**src/core/wdt_pkg.sv**
```systemverilog
// constants shared by the watchdog device end and its controller end
// assumes a single 200 MHz clock for both ends
package wdt_pkg;

	// ==========================================================
	// device register map (12-bit core register space)
	localparam logic [11:0] UNLOCK_CTRL_ADDR = 12'hFF0;
	localparam logic [11:0] RELOAD_UPPER_ADDR = 12'hFF1;
	localparam logic [11:0] RELOAD_HIGH_ADDR = 12'hFF2;
	localparam logic [11:0] RELOAD_LOW_ADDR = 12'hFF3;
	localparam logic [7:0] UNLOCK_KEY_FIRST = 8'h55;
	localparam logic [7:0] UNLOCK_KEY_SECOND = 8'hAA;
	localparam logic [23:0] RELOAD_RESET = 24'h000400;
	localparam logic [23:0] NO_REFRESH_COUNT = 24'h000002;
	localparam logic [23:0] MIN_RELOAD = 24'h000004;
	localparam logic [23:0] TIMEOUT_COUNT = 24'h000000;
	// reset cause status bit positions
	localparam int WDT_FLAG_BIT = 5;
	localparam int STOP_FLAG_BIT = 4;

	// ==========================================================
	// timing: oscillator tick derived from the system clock
	localparam int OSC_PERIOD_NS = 100000;
	localparam int CLK_PERIOD_NS = 5;
	localparam int TICK_CYCLES = OSC_PERIOD_NS / CLK_PERIOD_NS;

	// ==========================================================
	// controller apb register map
	localparam logic [7:0] APB_ACCESS_ADDR = 8'h00;
	localparam logic [7:0] APB_MODE_ADDR = 8'h04;
	localparam logic [7:0] APB_REFRESH_ADDR = 8'h08;
	localparam logic [7:0] APB_EVENTS_ADDR = 8'h0C;
	localparam int ACCESS_READ_BIT = 24;
	localparam int ACCESS_VALID_BIT = 8;
	localparam int MODE_DEBUG_BIT = 0;
	localparam int MODE_STOP_BIT = 1;

endpackage

```
**src/core/wdt_if.sv**
```systemverilog
// link between the watchdog device and the core-side controller
// assumes both ends share CLK and RSTN
`timescale 1ns/1ps
`default_nettype none

interface wdt_if;
	logic [11:0] reg_addr;
	logic reg_wr;
	logic reg_rd;
	logic [7:0] reg_wdata;
	logic [7:0] reg_rdata;
	logic refresh;
	logic debug_mode;
	logic stop_mode;
	logic timeout_irq;
	logic sys_reset_req;
	logic stop_recover;

	modport dev (
		input reg_addr, reg_wr, reg_rd, reg_wdata, refresh, debug_mode,
		input stop_mode,
		output reg_rdata, timeout_irq, sys_reset_req, stop_recover
	);
	modport ctl (
		output reg_addr, reg_wr, reg_rd, reg_wdata, refresh, debug_mode,
		output stop_mode,
		input reg_rdata, timeout_irq, sys_reset_req, stop_recover
	);
endinterface

`default_nettype wire

```
**src/core/wdt_device.sv**
```systemverilog
// 24-bit watchdog device end: unlock logic, reload, counter, time-out
// assumes the controller drives the link from the same clock
//
// The APB slave port was left to the implementer.
`timescale 1ns/1ps
`default_nettype none

module wdt_device #(
	parameter int unsigned TICK_CYCLES = wdt_pkg::TICK_CYCLES
) (
	input wire logic CLK,
	input wire logic RSTN,
	wdt_if.dev BUS,
	input wire logic ALWAYS_ON,
	input wire logic RESPONSE_SELECT,
	output logic RUNNING,
	output logic [23:0] COUNT
);
	import wdt_pkg::*;

	// ==========================================================
	// types and state
	localparam int TW = (TICK_CYCLES > 1) ? $clog2(TICK_CYCLES) : 1;

	typedef enum logic [2:0] {
		LK_IDLE = 3'b000,
		LK_KEY1 = 3'b001,
		LK_OPEN = 3'b011,
		LK_UPPER = 3'b010,
		LK_HIGH = 3'b110
	} lock_e;

	typedef struct packed {
		lock_e lock;
		logic [23:0] reload;
		logic [23:0] count;
		logic enabled;
		logic [TW-1:0] tick;
		logic wdt_flag;
		logic stop_flag;
		logic irq;
		logic sys_rst;
		logic stop_rec;
		logic [7:0] rdata;
		logic [1:0] ao_sync;
		logic [1:0] res_sync;
	} state_s;

	state_s s;
	state_s next_s;
	logic tick_now;
	logic wr_ctl;
	logic [23:0] count_dec;

	// ==========================================================
	// elaboration check
	if (TICK_CYCLES < 2) begin : g_tick_check
		$error("TICK_CYCLES must be at least 2");
	end

	// ==========================================================
	// next state
	always_comb begin
		next_s = s;
		tick_now = (s.tick == TW'(TICK_CYCLES - 1));
		wr_ctl = (BUS.reg_addr == UNLOCK_CTRL_ADDR);
		count_dec = s.count - 24'h000001;
		next_s.ao_sync = {s.ao_sync[0], ALWAYS_ON};
		next_s.res_sync = {s.res_sync[0], RESPONSE_SELECT};
		next_s.irq = 1'b0;
		next_s.sys_rst = 1'b0;
		next_s.stop_rec = 1'b0;

		next_s.tick = tick_now ? '0 : s.tick + TW'(1);

		// ======================================================
		// unlock sequence
		if (BUS.reg_wr) begin
			next_s.lock = LK_IDLE;
			unique case (s.lock)
				LK_IDLE: begin
					if (wr_ctl && BUS.reg_wdata == UNLOCK_KEY_FIRST) begin
						next_s.lock = LK_KEY1;
					end
				end
				LK_KEY1: begin
					if (wr_ctl && BUS.reg_wdata == UNLOCK_KEY_SECOND) begin
						next_s.lock = LK_OPEN;
					end
				end
				LK_OPEN: begin
					if (BUS.reg_addr == RELOAD_UPPER_ADDR) begin
						next_s.reload[23:16] = BUS.reg_wdata;
						next_s.lock = LK_UPPER;
					end
				end
				LK_UPPER: begin
					if (BUS.reg_addr == RELOAD_HIGH_ADDR) begin
						next_s.reload[15:8] = BUS.reg_wdata;
						next_s.lock = LK_HIGH;
					end
				end
				LK_HIGH: begin
					if (BUS.reg_addr == RELOAD_LOW_ADDR) begin
						next_s.reload[7:0] = BUS.reg_wdata;
					end
				end
				default: begin
					next_s.lock = LK_IDLE;
				end
			endcase
		end

		// ======================================================
		// register reads
		if (BUS.reg_rd) begin
			next_s.rdata = 8'h00;
			if (wr_ctl) begin
				next_s.rdata[WDT_FLAG_BIT] = s.wdt_flag;
				next_s.rdata[STOP_FLAG_BIT] = s.stop_flag;
				next_s.wdt_flag = 1'b0;
				next_s.stop_flag = 1'b0;
			end else if (BUS.reg_addr == RELOAD_UPPER_ADDR) begin
				next_s.rdata = s.count[23:16];
			end else if (BUS.reg_addr == RELOAD_HIGH_ADDR) begin
				next_s.rdata = s.count[15:8];
			end else if (BUS.reg_addr == RELOAD_LOW_ADDR) begin
				next_s.rdata = s.count[7:0];
			end
		end

		// ======================================================
		// counter
		if (!s.enabled) begin
			if (BUS.refresh || s.ao_sync[1]) begin
				next_s.enabled = 1'b1;
				next_s.count = s.reload;
				next_s.tick = '0;
			end
		end else if (BUS.debug_mode) begin
			next_s.count = s.reload;
			next_s.tick = '0;
		// refresh refused at two or below
		end else if (BUS.refresh && s.count > NO_REFRESH_COUNT) begin
			next_s.count = s.reload;
			next_s.tick = '0;
		end else if (tick_now) begin
			// count down forever, zero wraps to all-ones
			next_s.count = count_dec;
			if (count_dec == TIMEOUT_COUNT) begin
				next_s.wdt_flag = 1'b1;
				if (BUS.stop_mode) begin
					next_s.stop_flag = 1'b1;
					next_s.stop_rec = 1'b1;
					next_s.irq = !s.res_sync[1];
				end else if (s.res_sync[1]) begin
					next_s.sys_rst = 1'b1;
				end else begin
					next_s.irq = 1'b1;
				end
			end
		end
	end

	// ==========================================================
	// state register
	always_ff @(posedge CLK or negedge RSTN) begin
		if (!RSTN) begin
			s <= '0;
			s.reload <= RELOAD_RESET;
		end else begin
			s <= next_s;
		end
	end

	// ==========================================================
	// outputs
	assign BUS.reg_rdata = s.rdata;
	assign BUS.timeout_irq = s.irq;
	assign BUS.sys_reset_req = s.sys_rst;
	assign BUS.stop_recover = s.stop_rec;
	assign RUNNING = s.enabled;
	assign COUNT = s.count;

endmodule

`default_nettype wire

```
**src/flat_wrapper.sv**
```systemverilog
// flat-port wrapper written by rule: the top's interface ports become plain ports
module wdt_device_flat import wdt_pkg::*;
#(
	parameter int unsigned TICK_CYCLES = wdt_pkg::TICK_CYCLES
)
  (CLK, RSTN, ALWAYS_ON, RESPONSE_SELECT, RUNNING, COUNT, BUS_reg_addr, BUS_reg_wr, BUS_reg_rd, BUS_reg_wdata, BUS_refresh, BUS_debug_mode, BUS_stop_mode, BUS_reg_rdata, BUS_timeout_irq, BUS_sys_reset_req, BUS_stop_recover);
  wdt_if BUS_i ();
  input wire logic CLK;
  input wire logic RSTN;
  input wire logic ALWAYS_ON;
  input wire logic RESPONSE_SELECT;
  output logic RUNNING;
  output logic [23:0] COUNT;
  input wire logic [$bits(BUS_i.reg_addr)-1:0] BUS_reg_addr;
  input wire logic [$bits(BUS_i.reg_wr)-1:0] BUS_reg_wr;
  input wire logic [$bits(BUS_i.reg_rd)-1:0] BUS_reg_rd;
  input wire logic [$bits(BUS_i.reg_wdata)-1:0] BUS_reg_wdata;
  input wire logic [$bits(BUS_i.refresh)-1:0] BUS_refresh;
  input wire logic [$bits(BUS_i.debug_mode)-1:0] BUS_debug_mode;
  input wire logic [$bits(BUS_i.stop_mode)-1:0] BUS_stop_mode;
  output wire logic [$bits(BUS_i.reg_rdata)-1:0] BUS_reg_rdata;
  output wire logic [$bits(BUS_i.timeout_irq)-1:0] BUS_timeout_irq;
  output wire logic [$bits(BUS_i.sys_reset_req)-1:0] BUS_sys_reset_req;
  output wire logic [$bits(BUS_i.stop_recover)-1:0] BUS_stop_recover;
  assign BUS_i.reg_addr = BUS_reg_addr;
  assign BUS_i.reg_wr = BUS_reg_wr;
  assign BUS_i.reg_rd = BUS_reg_rd;
  assign BUS_i.reg_wdata = BUS_reg_wdata;
  assign BUS_i.refresh = BUS_refresh;
  assign BUS_i.debug_mode = BUS_debug_mode;
  assign BUS_i.stop_mode = BUS_stop_mode;
  assign BUS_reg_rdata = BUS_i.reg_rdata;
  assign BUS_timeout_irq = BUS_i.timeout_irq;
  assign BUS_sys_reset_req = BUS_i.sys_reset_req;
  assign BUS_stop_recover = BUS_i.stop_recover;
  wdt_device #(.TICK_CYCLES(TICK_CYCLES)) u_core (.CLK(CLK), .RSTN(RSTN), .BUS(BUS_i), .ALWAYS_ON(ALWAYS_ON), .RESPONSE_SELECT(RESPONSE_SELECT), .RUNNING(RUNNING), .COUNT(COUNT));
endmodule
```
**config.mk**
```make
export PLATFORM = sky130hd
export DESIGN_NAME = wdt_device_flat
export DESIGN_NICKNAME = d
export VERILOG_FILES = /design/src/core/wdt_pkg.sv /design/src/core/wdt_if.sv /design/src/core/wdt_device.sv /design/src/flat_wrapper.sv
export SDC_FILE = /design/constraint.sdc
export NUM_CORES = 1
export LEC_CHECK = 0
export BUFFER_PORTS_ARGS = -buffer_cell sky130_fd_sc_hd__buf_2
export CORE_ASPECT_RATIO = 1.2
export CORE_MARGIN = 4
export CORE_UTILIZATION = 45
export DETAILED_ROUTE_END_ITERATION = 12
export GPL_TIMING_DRIVEN = 0
export PLACE_DENSITY = 0.71
export SYNTH_ARGS = -nofsm -noshare
export SYNTH_HDL_FRONTEND = slang
export SYNTH_SLANG_ARGS = --single-unit
```
**constraint.sdc**
```tcl
create_clock -name CLK -period 2.9 [get_ports CLK]
set_input_delay 0.87 -clock CLK [delete_from_list [all_inputs] [get_ports CLK]]
set_output_delay 0.87 -clock CLK [all_outputs]
set_load 0.01 [all_outputs]
```
# After elaboration in Yosys (flattened, before gate mapping)

Index checks and enable logic that the tools add are counted.

Add/sub/neg operators: 2
Order comparisons: 1
Reduce and logical (&&, ||, !) cells: 12
Mux-type cells: 34
Equal/unequal tests: 12

Operator list:

| operator                                                        | count |
|---|---|
| 2-to-1 mux 24 bit                                               | 4 |
| 2-to-1 mux 15 bit                                               | 4 |
| == test 12 bit (second input constant)                          | 4 |
| 2-to-1 mux 40 bit                                               | 1 |
| 2-to-1 mux 5 bit                                                | 5 |
| greater-than comparator 24 x 2 -> 1 bit (second input constant) | 1 |
| zero test 24 bit                                                | 1 |
| 2-to-1 mux 8 bit                                                | 3 |
| subtractor 24 x 1 -> 24 bit (second input constant)             | 1 |
| adder 15 x 1 -> 15 bit (second input constant)                  | 1 |
| == test 15 bit (second input constant)                          | 1 |
| one-hot mux 3 bit (4 select lines)                              | 1 |
| 2-to-1 mux 10 bit                                               | 1 |
| 2-to-1 mux 2 bit                                                | 5 |
| AND reduction 3 bit                                             | 3 |
| == test 8 x 7 -> 1 bit (second input constant)                  | 1 |
| == test 8 bit (second input constant)                           | 1 |
| 2-to-1 mux 1 bit                                                | 8 |
| == test 3 x 2 -> 1 bit (second input constant)                  | 2 |
| 2-to-1 mux 4 bit                                                | 1 |
| inequality test 4 bit (second input constant)                   | 1 |
| == test 3 x 1 -> 1 bit (second input constant)                  | 1 |
| == test 3 bit (second input constant)                           | 1 |
| logical AND 1 bit                                               | 3 |
| other kinds (6)                                                 | 6 |

Flip-flop bits (word level): 84
Word-level logic and storage cells: 76
Input bits: 29
Output and inout bits: 36

# Longest topological paths before layout

Gate-level depths: netlist (run 1).

Depth in word-level cells: 9
Mapped depth: 11
Mapped depth without buffers: 8

# Worst setup path before layout (run 1)

Ideal clock, no wire load.

Kind: register -> register
Start point: register u_core.s, in the netlist u_core.COUNT[1]
End point: register u_core.s, in the netlist u_core.BUS.sys_reset_req
Buffers on the path: 1
Slack: 0.384 ns
Period minus slack after synthesis: 2.516 ns
Arrival time: 2.419 ns
Data required time: 2.804 ns
Setup time: 0.096 ns
Stages on the path, launching flop included: 10
Cell sequence: dfrtp_1 clkbuf_1 inv_1 ha_1 or4b_1 o41ai_1 nand4b_1 a2111oi_4 nand4b_2 nor4_2

RTL lines:

| what                   | RTL line          | RTL |
|---|---|---|
| start, declared        | wdt_device.sv:49  | `state_s s;` |
| start signal, assigned | wdt_device.sv:172 | `s <= next_s;` |

==> metrics.md, run 1 <==
| Metric | Value |
|---|---|
| Via-to-Cell Ratio | `approximately 5.9` |
| Outcome | `finished clean` |
| Core area | `approximately 11000 µm²` |
| Metal-1 WL | `between 6 and 7 mm` |
| GP Congestion | `0.9465` |
| Ys Warns | `0` |
| Max Transition Viols Final | `0` |
| First-pass iteration count of the detailed router | `5` |
| Clock sink count | `84` |
| Full die area | `13390 µm²` |
| Slew margin rel. | `53.79%` |
| Required time worst endpoint | `3.14 ns` |
| Initial Utilization | `46.61%` |
| Gate Count Post-Synth | `541` |
| Worst setup SP type | `flip-flop` |
| Unrepaired setup endpoints after global routing | `false` |
| DRC | `0` |
| Worst Setup End Kind | `flip-flop` |
| Post-Syn Area per Cell | `9.644 µm²` |
| Largest net degree at the start of global routing | `65` |
| First-pass GRT wire length | `about 24 mm` |
| Tightest Hold Check Type | `reg2reg` |
| Worst r2r src | `u_core.COUNT[8]$_DFFE_PN0P_` |
| Async SR Flop Fraction | `100.0%` |
| DR iter-0 viols | `304` |
| Global Route Usage Sum | `22.46%` |
| Worst Reg2Reg Path Length in Cells | `6` |
| Arrival time of the worst setup path | `3.03 ns` |
| Count leader, synth | `dfrtp_1` |
| Worst r2r dst | `u_core.BUS.sys_reset_req$_DFF_PN0_` |
| Number of I/O pins | `65` |
| CTS buffer count | `9` |
| Synth-to-layout area growth | `17.58%` |
| Hold Vio Cnt, Final | `0` |
| Uppermost routed layer | `met4` |
| H-tree depth | `3` |
| Top cells by area, synth | `dfrtp_1 (40%), mux2_2 (9.3%), buf_4 (5.0%), o21ai_0 (3.4%), xnor2_1 (3.0%)` |
| Synth Net Count | `574` |
| Share of the synthesized area in the top cell type | `39.81%` |
| PwrDens | `about 480 nW/µm²` |
| Top_reg_cell synth | `dfrtp_1` |
| Fillers | `997` |
| Final ANT Viol Nets | `0` |
| Worst slew pin tran | `0.6874 ns` |
| Fin area | `roughly 6000 µm²` |
| CTS tree | `built` |
| Die H | `126.0 µm` |
| CTS Buffer Depth | `2` |
| CP max FO | `7` |
| Worst-path clk slew | `0.06 ns` |
| Utilization of the core after routing | `54.81%` |
| Final Cycle Share | `96.37%` |
| FP Rows | `42` |
| Maximum vdd ir drop | `0.0003173 V` |
| Final hold slack | `0.3479 ns` |
| Dpl ws | `-0.4950 ns` |
| Final setup fails | `0` |
| Share of layout cells above drive strength 1 | `31.83%` |
| Worst setup startpoint | `u_core.COUNT[8]$_DFFE_PN0P_` |
| Worst setup margin | `0.1054 ns` |
| Placed cell area | `about 5800 µm²` |
| Mapped cell area | `5218 µm²` |
| WS Path Type | `reg2reg` |
| Fin crit period | `2.795 ns` |
| Vias after detailed routing | `4545` |
| Achievable clock frequency | `approximately 0.36 GHz` |
| Static leakage | `2.745 nW` |
| CTS root buf | `clkbuf_16` |
| Placed wire-length estimate | `11.04 mm` |
| Fin nets | `647` |
| Number of I/O port buffers | `between 60 and 70` |
| Max_cap viols | `0` |
| Final wirelength | `14.67 mm` |
| Die width | `106.3 µm` |
| Synth unique cells | `64` |
| Vias in the first global route | `4516` |
| CTS Hold Buffers Added | `0` |
| Crit path to | `u_core.BUS.sys_reset_req$_DFF_PN0_` |
| EDFF count, synth | `0` |
| Top cells by count, synth | `dfrtp_1 (83), mux2_2 (43), nor2_1 (41)` |
| Clk_lat worst skew | `approximately 0.34 ns` |
| ANT cells | `0` |
| Leading area contributor after synthesis | `dfrtp_1` |
| Setup Skew | `0.006341 ns` |
| #FFs+latches synth | `84` |
| Grt ovf | `0` |
| Routed len/inst | `roughly 19 µm` |
| Antenna violations before repair | `0` |
| Met3 WL | `approximately 1.0 mm` |
| Routed wl met2 | `7.109 mm` |
| Reg2reg setup slack | `0.11 ns` |
| Seq/Total Area, Yosys | `40.31%` |
[power breakdown]
part / total, mW / switching (mW) / internal, mW
combinational: 0.428 / 0.250 / 0.179
sequential: 1.24 / 0.0431 / 1.20
clock: 1.25 / 0.468 / 0.781
[registers in the layout, summed over array words and instances (netlist names)]
name	count
u_core.BUS.reg_rdata	8
u_core.RUNNING	1
u_core.s	46
u_core.BUS.sys_reset_req	1
u_core.COUNT	24
u_core.next_s	2
u_core.BUS.timeout_irq	1
u_core.BUS.stop_recover	1
[repair_timing]
item / in CTS / in global routing
setup endpoints to repair: 5 / 12
pin swaps: 1 / 3
gates resized for setup: 5 / 8
buffers inserted: 0 / 0
[stage by stage]
stage               total power [mW]  setup TNS (ns)  std cells
CTS                            2.925               0        774
finish                         2.916               0        773
floorplan                      1.509               0        541
detailed placement             1.669          -2.041        758
global placement               1.654          -1.824        757
global route                   3.036               0        773
[worst max-delay path, cell delays in order, from the launching register on]
cell and delay, ns:
dfrtp_1 0.49, nor4_2 0.69, nand3_1 0.33, o31a_1 0.40
a2111oi_4 0.44, nand4b_4 0.16, nor4_2 0.17
[how the worst min path moves through the flow]
stage,start,end,slack [ns],cells after the start
after floorplan,u_core.next_s[1]$_DFF_PN0_,u_core.s[1]$_DFF_PN0_,0.33,0
after global placement,u_core.next_s[1]$_DFF_PN0_,u_core.s[1]$_DFF_PN0_,0.33,0
after detailed placement,u_core.next_s[3]$_DFF_PN0_,u_core.s[3]$_DFF_PN0_,0.33,0
after CTS,u_core.next_s[3]$_DFF_PN0_,u_core.s[3]$_DFF_PN0_,0.35,0
after global routing,u_core.next_s[3]$_DFF_PN0_,u_core.s[3]$_DFF_PN0_,0.36,0
final,u_core.next_s[3]$_DFF_PN0_,u_core.s[3]$_DFF_PN0_,0.35,0
[per-layer routing]
layer,vias up,global-route usage (%)
li1,2089,-
met1,2213,28.22
met2,206,37.30
met3,37,5.015
met4,0,9.299
met5,-,0
[layout by cell type, fill, tap and decap left out, types with 3 or more instances in the layout]
cell	n
nand4_1	17
and3_1	5
nand3b_1	3
nor2_1	41
o22ai_1	19
ha_1	3
a31o_2	5
a31oi_1	3
o21ai_0	35
mux2_2	43
clkbuf_1	18
or3_1	6
dfrtp_1	83
nand4b_1	3
clkbuf_16	9
nor2b_1	3
mux2i_1	12
xor2_1	15
nand3_1	28
nand2_1	26
nor3_1	7
xnor2_1	18
inv_1	19
a21oi_1	20
buf_4	36
buf_2	72
nor4_1	10
[final cells by class]
class                           instances  area, µm²  share of cell area (%)
Buffer                                 65      396.6                   6.465
Multi-Input combinational cell        372       2705                   44.10
Timing Repair Buffer                   63      340.3                   5.548
Sequential cell                        84       2103                   34.29
Clock buffer                           11      242.7                   3.957
Clock inverter                          5      82.58                   1.346
Inverter                               19      71.32                   1.163
Tap cell                              154      192.7                   3.141
[kinds of logic after synthesis]
| group | share of synthesized area, % |
|---|---|
| simple gates | 19.23 |
| compound gates | 12.49 |
| buf+inv | 9.017 |
| flops | 40.31 |
| mux | 12.45 |
| xor+xnor | 5.540 |
| fa+ha+maj | 0.9593 |
Power figures use the tool's default switching activity.
==> run 2, diff against run 1 <==
Settings changed: PLACE_DENSITY 0.71 to not set, PLACE_DENSITY_LB_ADDON set to 0.1.
==> run 2 against run 1 <==
Against the previous run:
- die area did not move
- routed wire length rose by 2.5%
- critical path depth rose by 4
- register-to-register slack improved by 0.04 ns
- maximum frequency rose by 1.6%
- first-iteration DRC count rose by 17%
- clock power barely moved
- utilization rose by 0.41 points
- hold slack improved by 0.00089 ns
- critical endpoint unchanged
- non-clock buffer count rose by 8
==> metrics.md, run 2 (synthesis results as in run 1) <==
| Metric | Value |
|---|---|
| CTS Buffer Depth | `2` |
| Synth-to-layout area growth | `18.47%` |
| Crit path largest cell delay | `0.47 ns` |
| Max reg flops | `46` |
| GP Congestion | `a little under 1` |
| Critical path's top delay family | `compound AO/OA/AOI/OAI gates` |
| Core area | `11190 µm²` |
| First-pass iteration count of the detailed router | `5` |
| Total power | `2.886 mW` |
| Vias in the first global route | `4360` |
| Achievable clock frequency | `roughly 0.36 GHz` |
| Final wirelength | `15.05 mm` |
| Unrepaired setup endpoints after global routing | `false` |
| Max_cap viols | `0` |
| Setup Skew | `about 0.0092 ns` |
| Arrival time of the worst setup path | `between 3 and 4 ns` |
| Required time worst endpoint | `3.16 ns` |
| Final Cycle Share | `between 90% and 100%` |
| Final ANT Viol Nets | `0` |
| Placed wire-length estimate | `11.27 mm` |
| Static leakage | `2.771 nW` |
| Commonest non-fill, non-tap cells in the layout | `dfrtp_1 (83), buf_2 (71), mux2_2 (43), buf_4 (43), nor2_1 (41)` |
| First-pass GRT wire length | `23.81 mm` |
| Number of I/O pins | `65` |
| Worst setup margin | `0.1498 ns` |
| H-tree depth | `3` |
| Hold Vio Cnt, Final | `0` |
| Final hold slack | `0.3488 ns` |
| Worst-path clk slew | `0.07 ns` |
| CTS root buf | `clkbuf_16` |
| Worst path bufs/invs | `3` |
| Slew margin rel. | `between 50% and 60%` |
| Grt ovf | `0` |
| Fillers | `1035` |
| CP max FO | `7` |
| Maximum vdd ir drop | `about 0.00035 V` |
| Max Transition Viols Final | `0` |
| Worst slew pin tran | `approximately 0.7 ns` |
| Crit path cell chain | `clkbuf_2 > inv_1 > ha_2 > nor4b_4 > buf_4 > nand3b_1 > a2111o_1 > a2111oi_4 > nand4b_2 > nor4_2` |
| WS Path Type | `reg2reg` |
| Most common cell after layout, fill and taps aside | `dfrtp_1` |
| Routed len/inst | `19.27 µm` |
| Fin nets | `655` |
| Dpl ws | `-0.4247 ns` |
| FP Rows | `42` |
| Final setup fails | `0` |
| Slowest stage cell on the critical path | `a2111o_1` |
| Global Route Usage Sum | `between 20% and 30%` |
| Share of layout cells above drive strength 1 | `33.01%` |
| Full die area | `13390 µm²` |
| Outcome | `finished clean` |
| DR iter-0 viols | `357` |
| Initial Utilization | `46.61%` |
| ANT cells | `0` |
| PwrDens | `467.0 nW/µm²` |
| Number of I/O port buffers | `62` |
| Clock sink count | `84` |
| Worst setup SP type | `flip-flop` |
| Utilization of the core after routing | `55.22%` |
| Largest net degree at the start of global routing | `59` |
| Clk_lat worst skew | `0.35 ns` |
| CTS Hold Buffers Added | `0` |
| CTS tree | `built` |
| Tightest Hold Check Type | `reg2reg` |
| Largest register by flop count | `u_core.s` |
| Via-to-Cell Ratio | `5.786` |
| Fin crit period | `2.750 ns` |
| Antenna violations before repair | `0` |
| CTS buffer count | `9` |
| Die width | `106.3 µm` |
| Worst Setup End Kind | `flip-flop` |
| Die H | `126.0 µm` |
| DRC | `0` |
| Vias after detailed routing | `4519` |
==> run 2: worst paths after layout <==
kind                                                       to  slack [ns]  depth (start not counted)                        start
min reg2reg                             u_core.s[3]$_DFF_PN0_        0.35                          0   u_core.next_s[3]$_DFF_PN0_
min in group asynchronous         u_core.COUNT[2]$_DFFE_PN0P_        0.44                          1                         RSTN
max reg2reg                u_core.BUS.sys_reset_req$_DFF_PN0_        0.15                         10  u_core.COUNT[0]$_DFFE_PN0P_
min                                     u_core.s[3]$_DFF_PN0_        0.35                          0   u_core.next_s[3]$_DFF_PN0_
max                        u_core.BUS.sys_reset_req$_DFF_PN0_        0.15                         10  u_core.COUNT[0]$_DFFE_PN0P_
max in group asynchronous            u_core.s[67]$_DFFE_PN1P_        1.80                          2                         RSTN
==> run 2: final cells by class <==
cell class | instances | area (µm²) | share of cell area, %
multi-input cells | 372 | 2708 | 43.81
flip-flops and latches | 84 | 2103 | 34.03
plain buffers | 66 | 400.4 | 6.478
repair buffers | 70 | 392.9 | 6.356
clock buffers | 11 | 252.7 | 4.089
well taps | 154 | 192.7 | 3.117
inverters | 19 | 71.32 | 1.154
clock inverters | 5 | 60.06 | 0.9717
==> run 2: timing repair <==
action | in CTS | in global routing
gates cloned | 0 | 0
endpoints found under the hold margin | 0 | 0
buffers inserted | 1 | 6
gates resized for setup | 7 | 5
pin swaps | 1 | 1
setup endpoints to repair | 6 | 17
==> run 2: metal layers <==
| metal | vias to the layer above | global-route usage [%] | routed length [µm] |
|---|---|---|---|
| met5 | - | 0 | 0 |
| met3 | 45 | 4.452 | 957 |
| li1 | 2113 | - | - |
| met4 | 0 | 11.81 | 578 |
| met1 | 2181 | 28.83 | 6007 |
| met2 | 180 | 37.67 | 7503 |
==> run 2: metrics by stage <==
step	std cells	TNS, ns	area (µm²)
after floorplan	541	0	5218
after global placement	757	-1.925	5720
after detailed placement	758	-1.771	5751
after CTS	775	0	6105
after global routing	781	0	6181
final	781	0	6181
==> run 2: power by group <==
group	internal (mW)	switching [mW]
logic	0.181	0.250
registers	1.19	0.0418
clock network	0.716	0.502
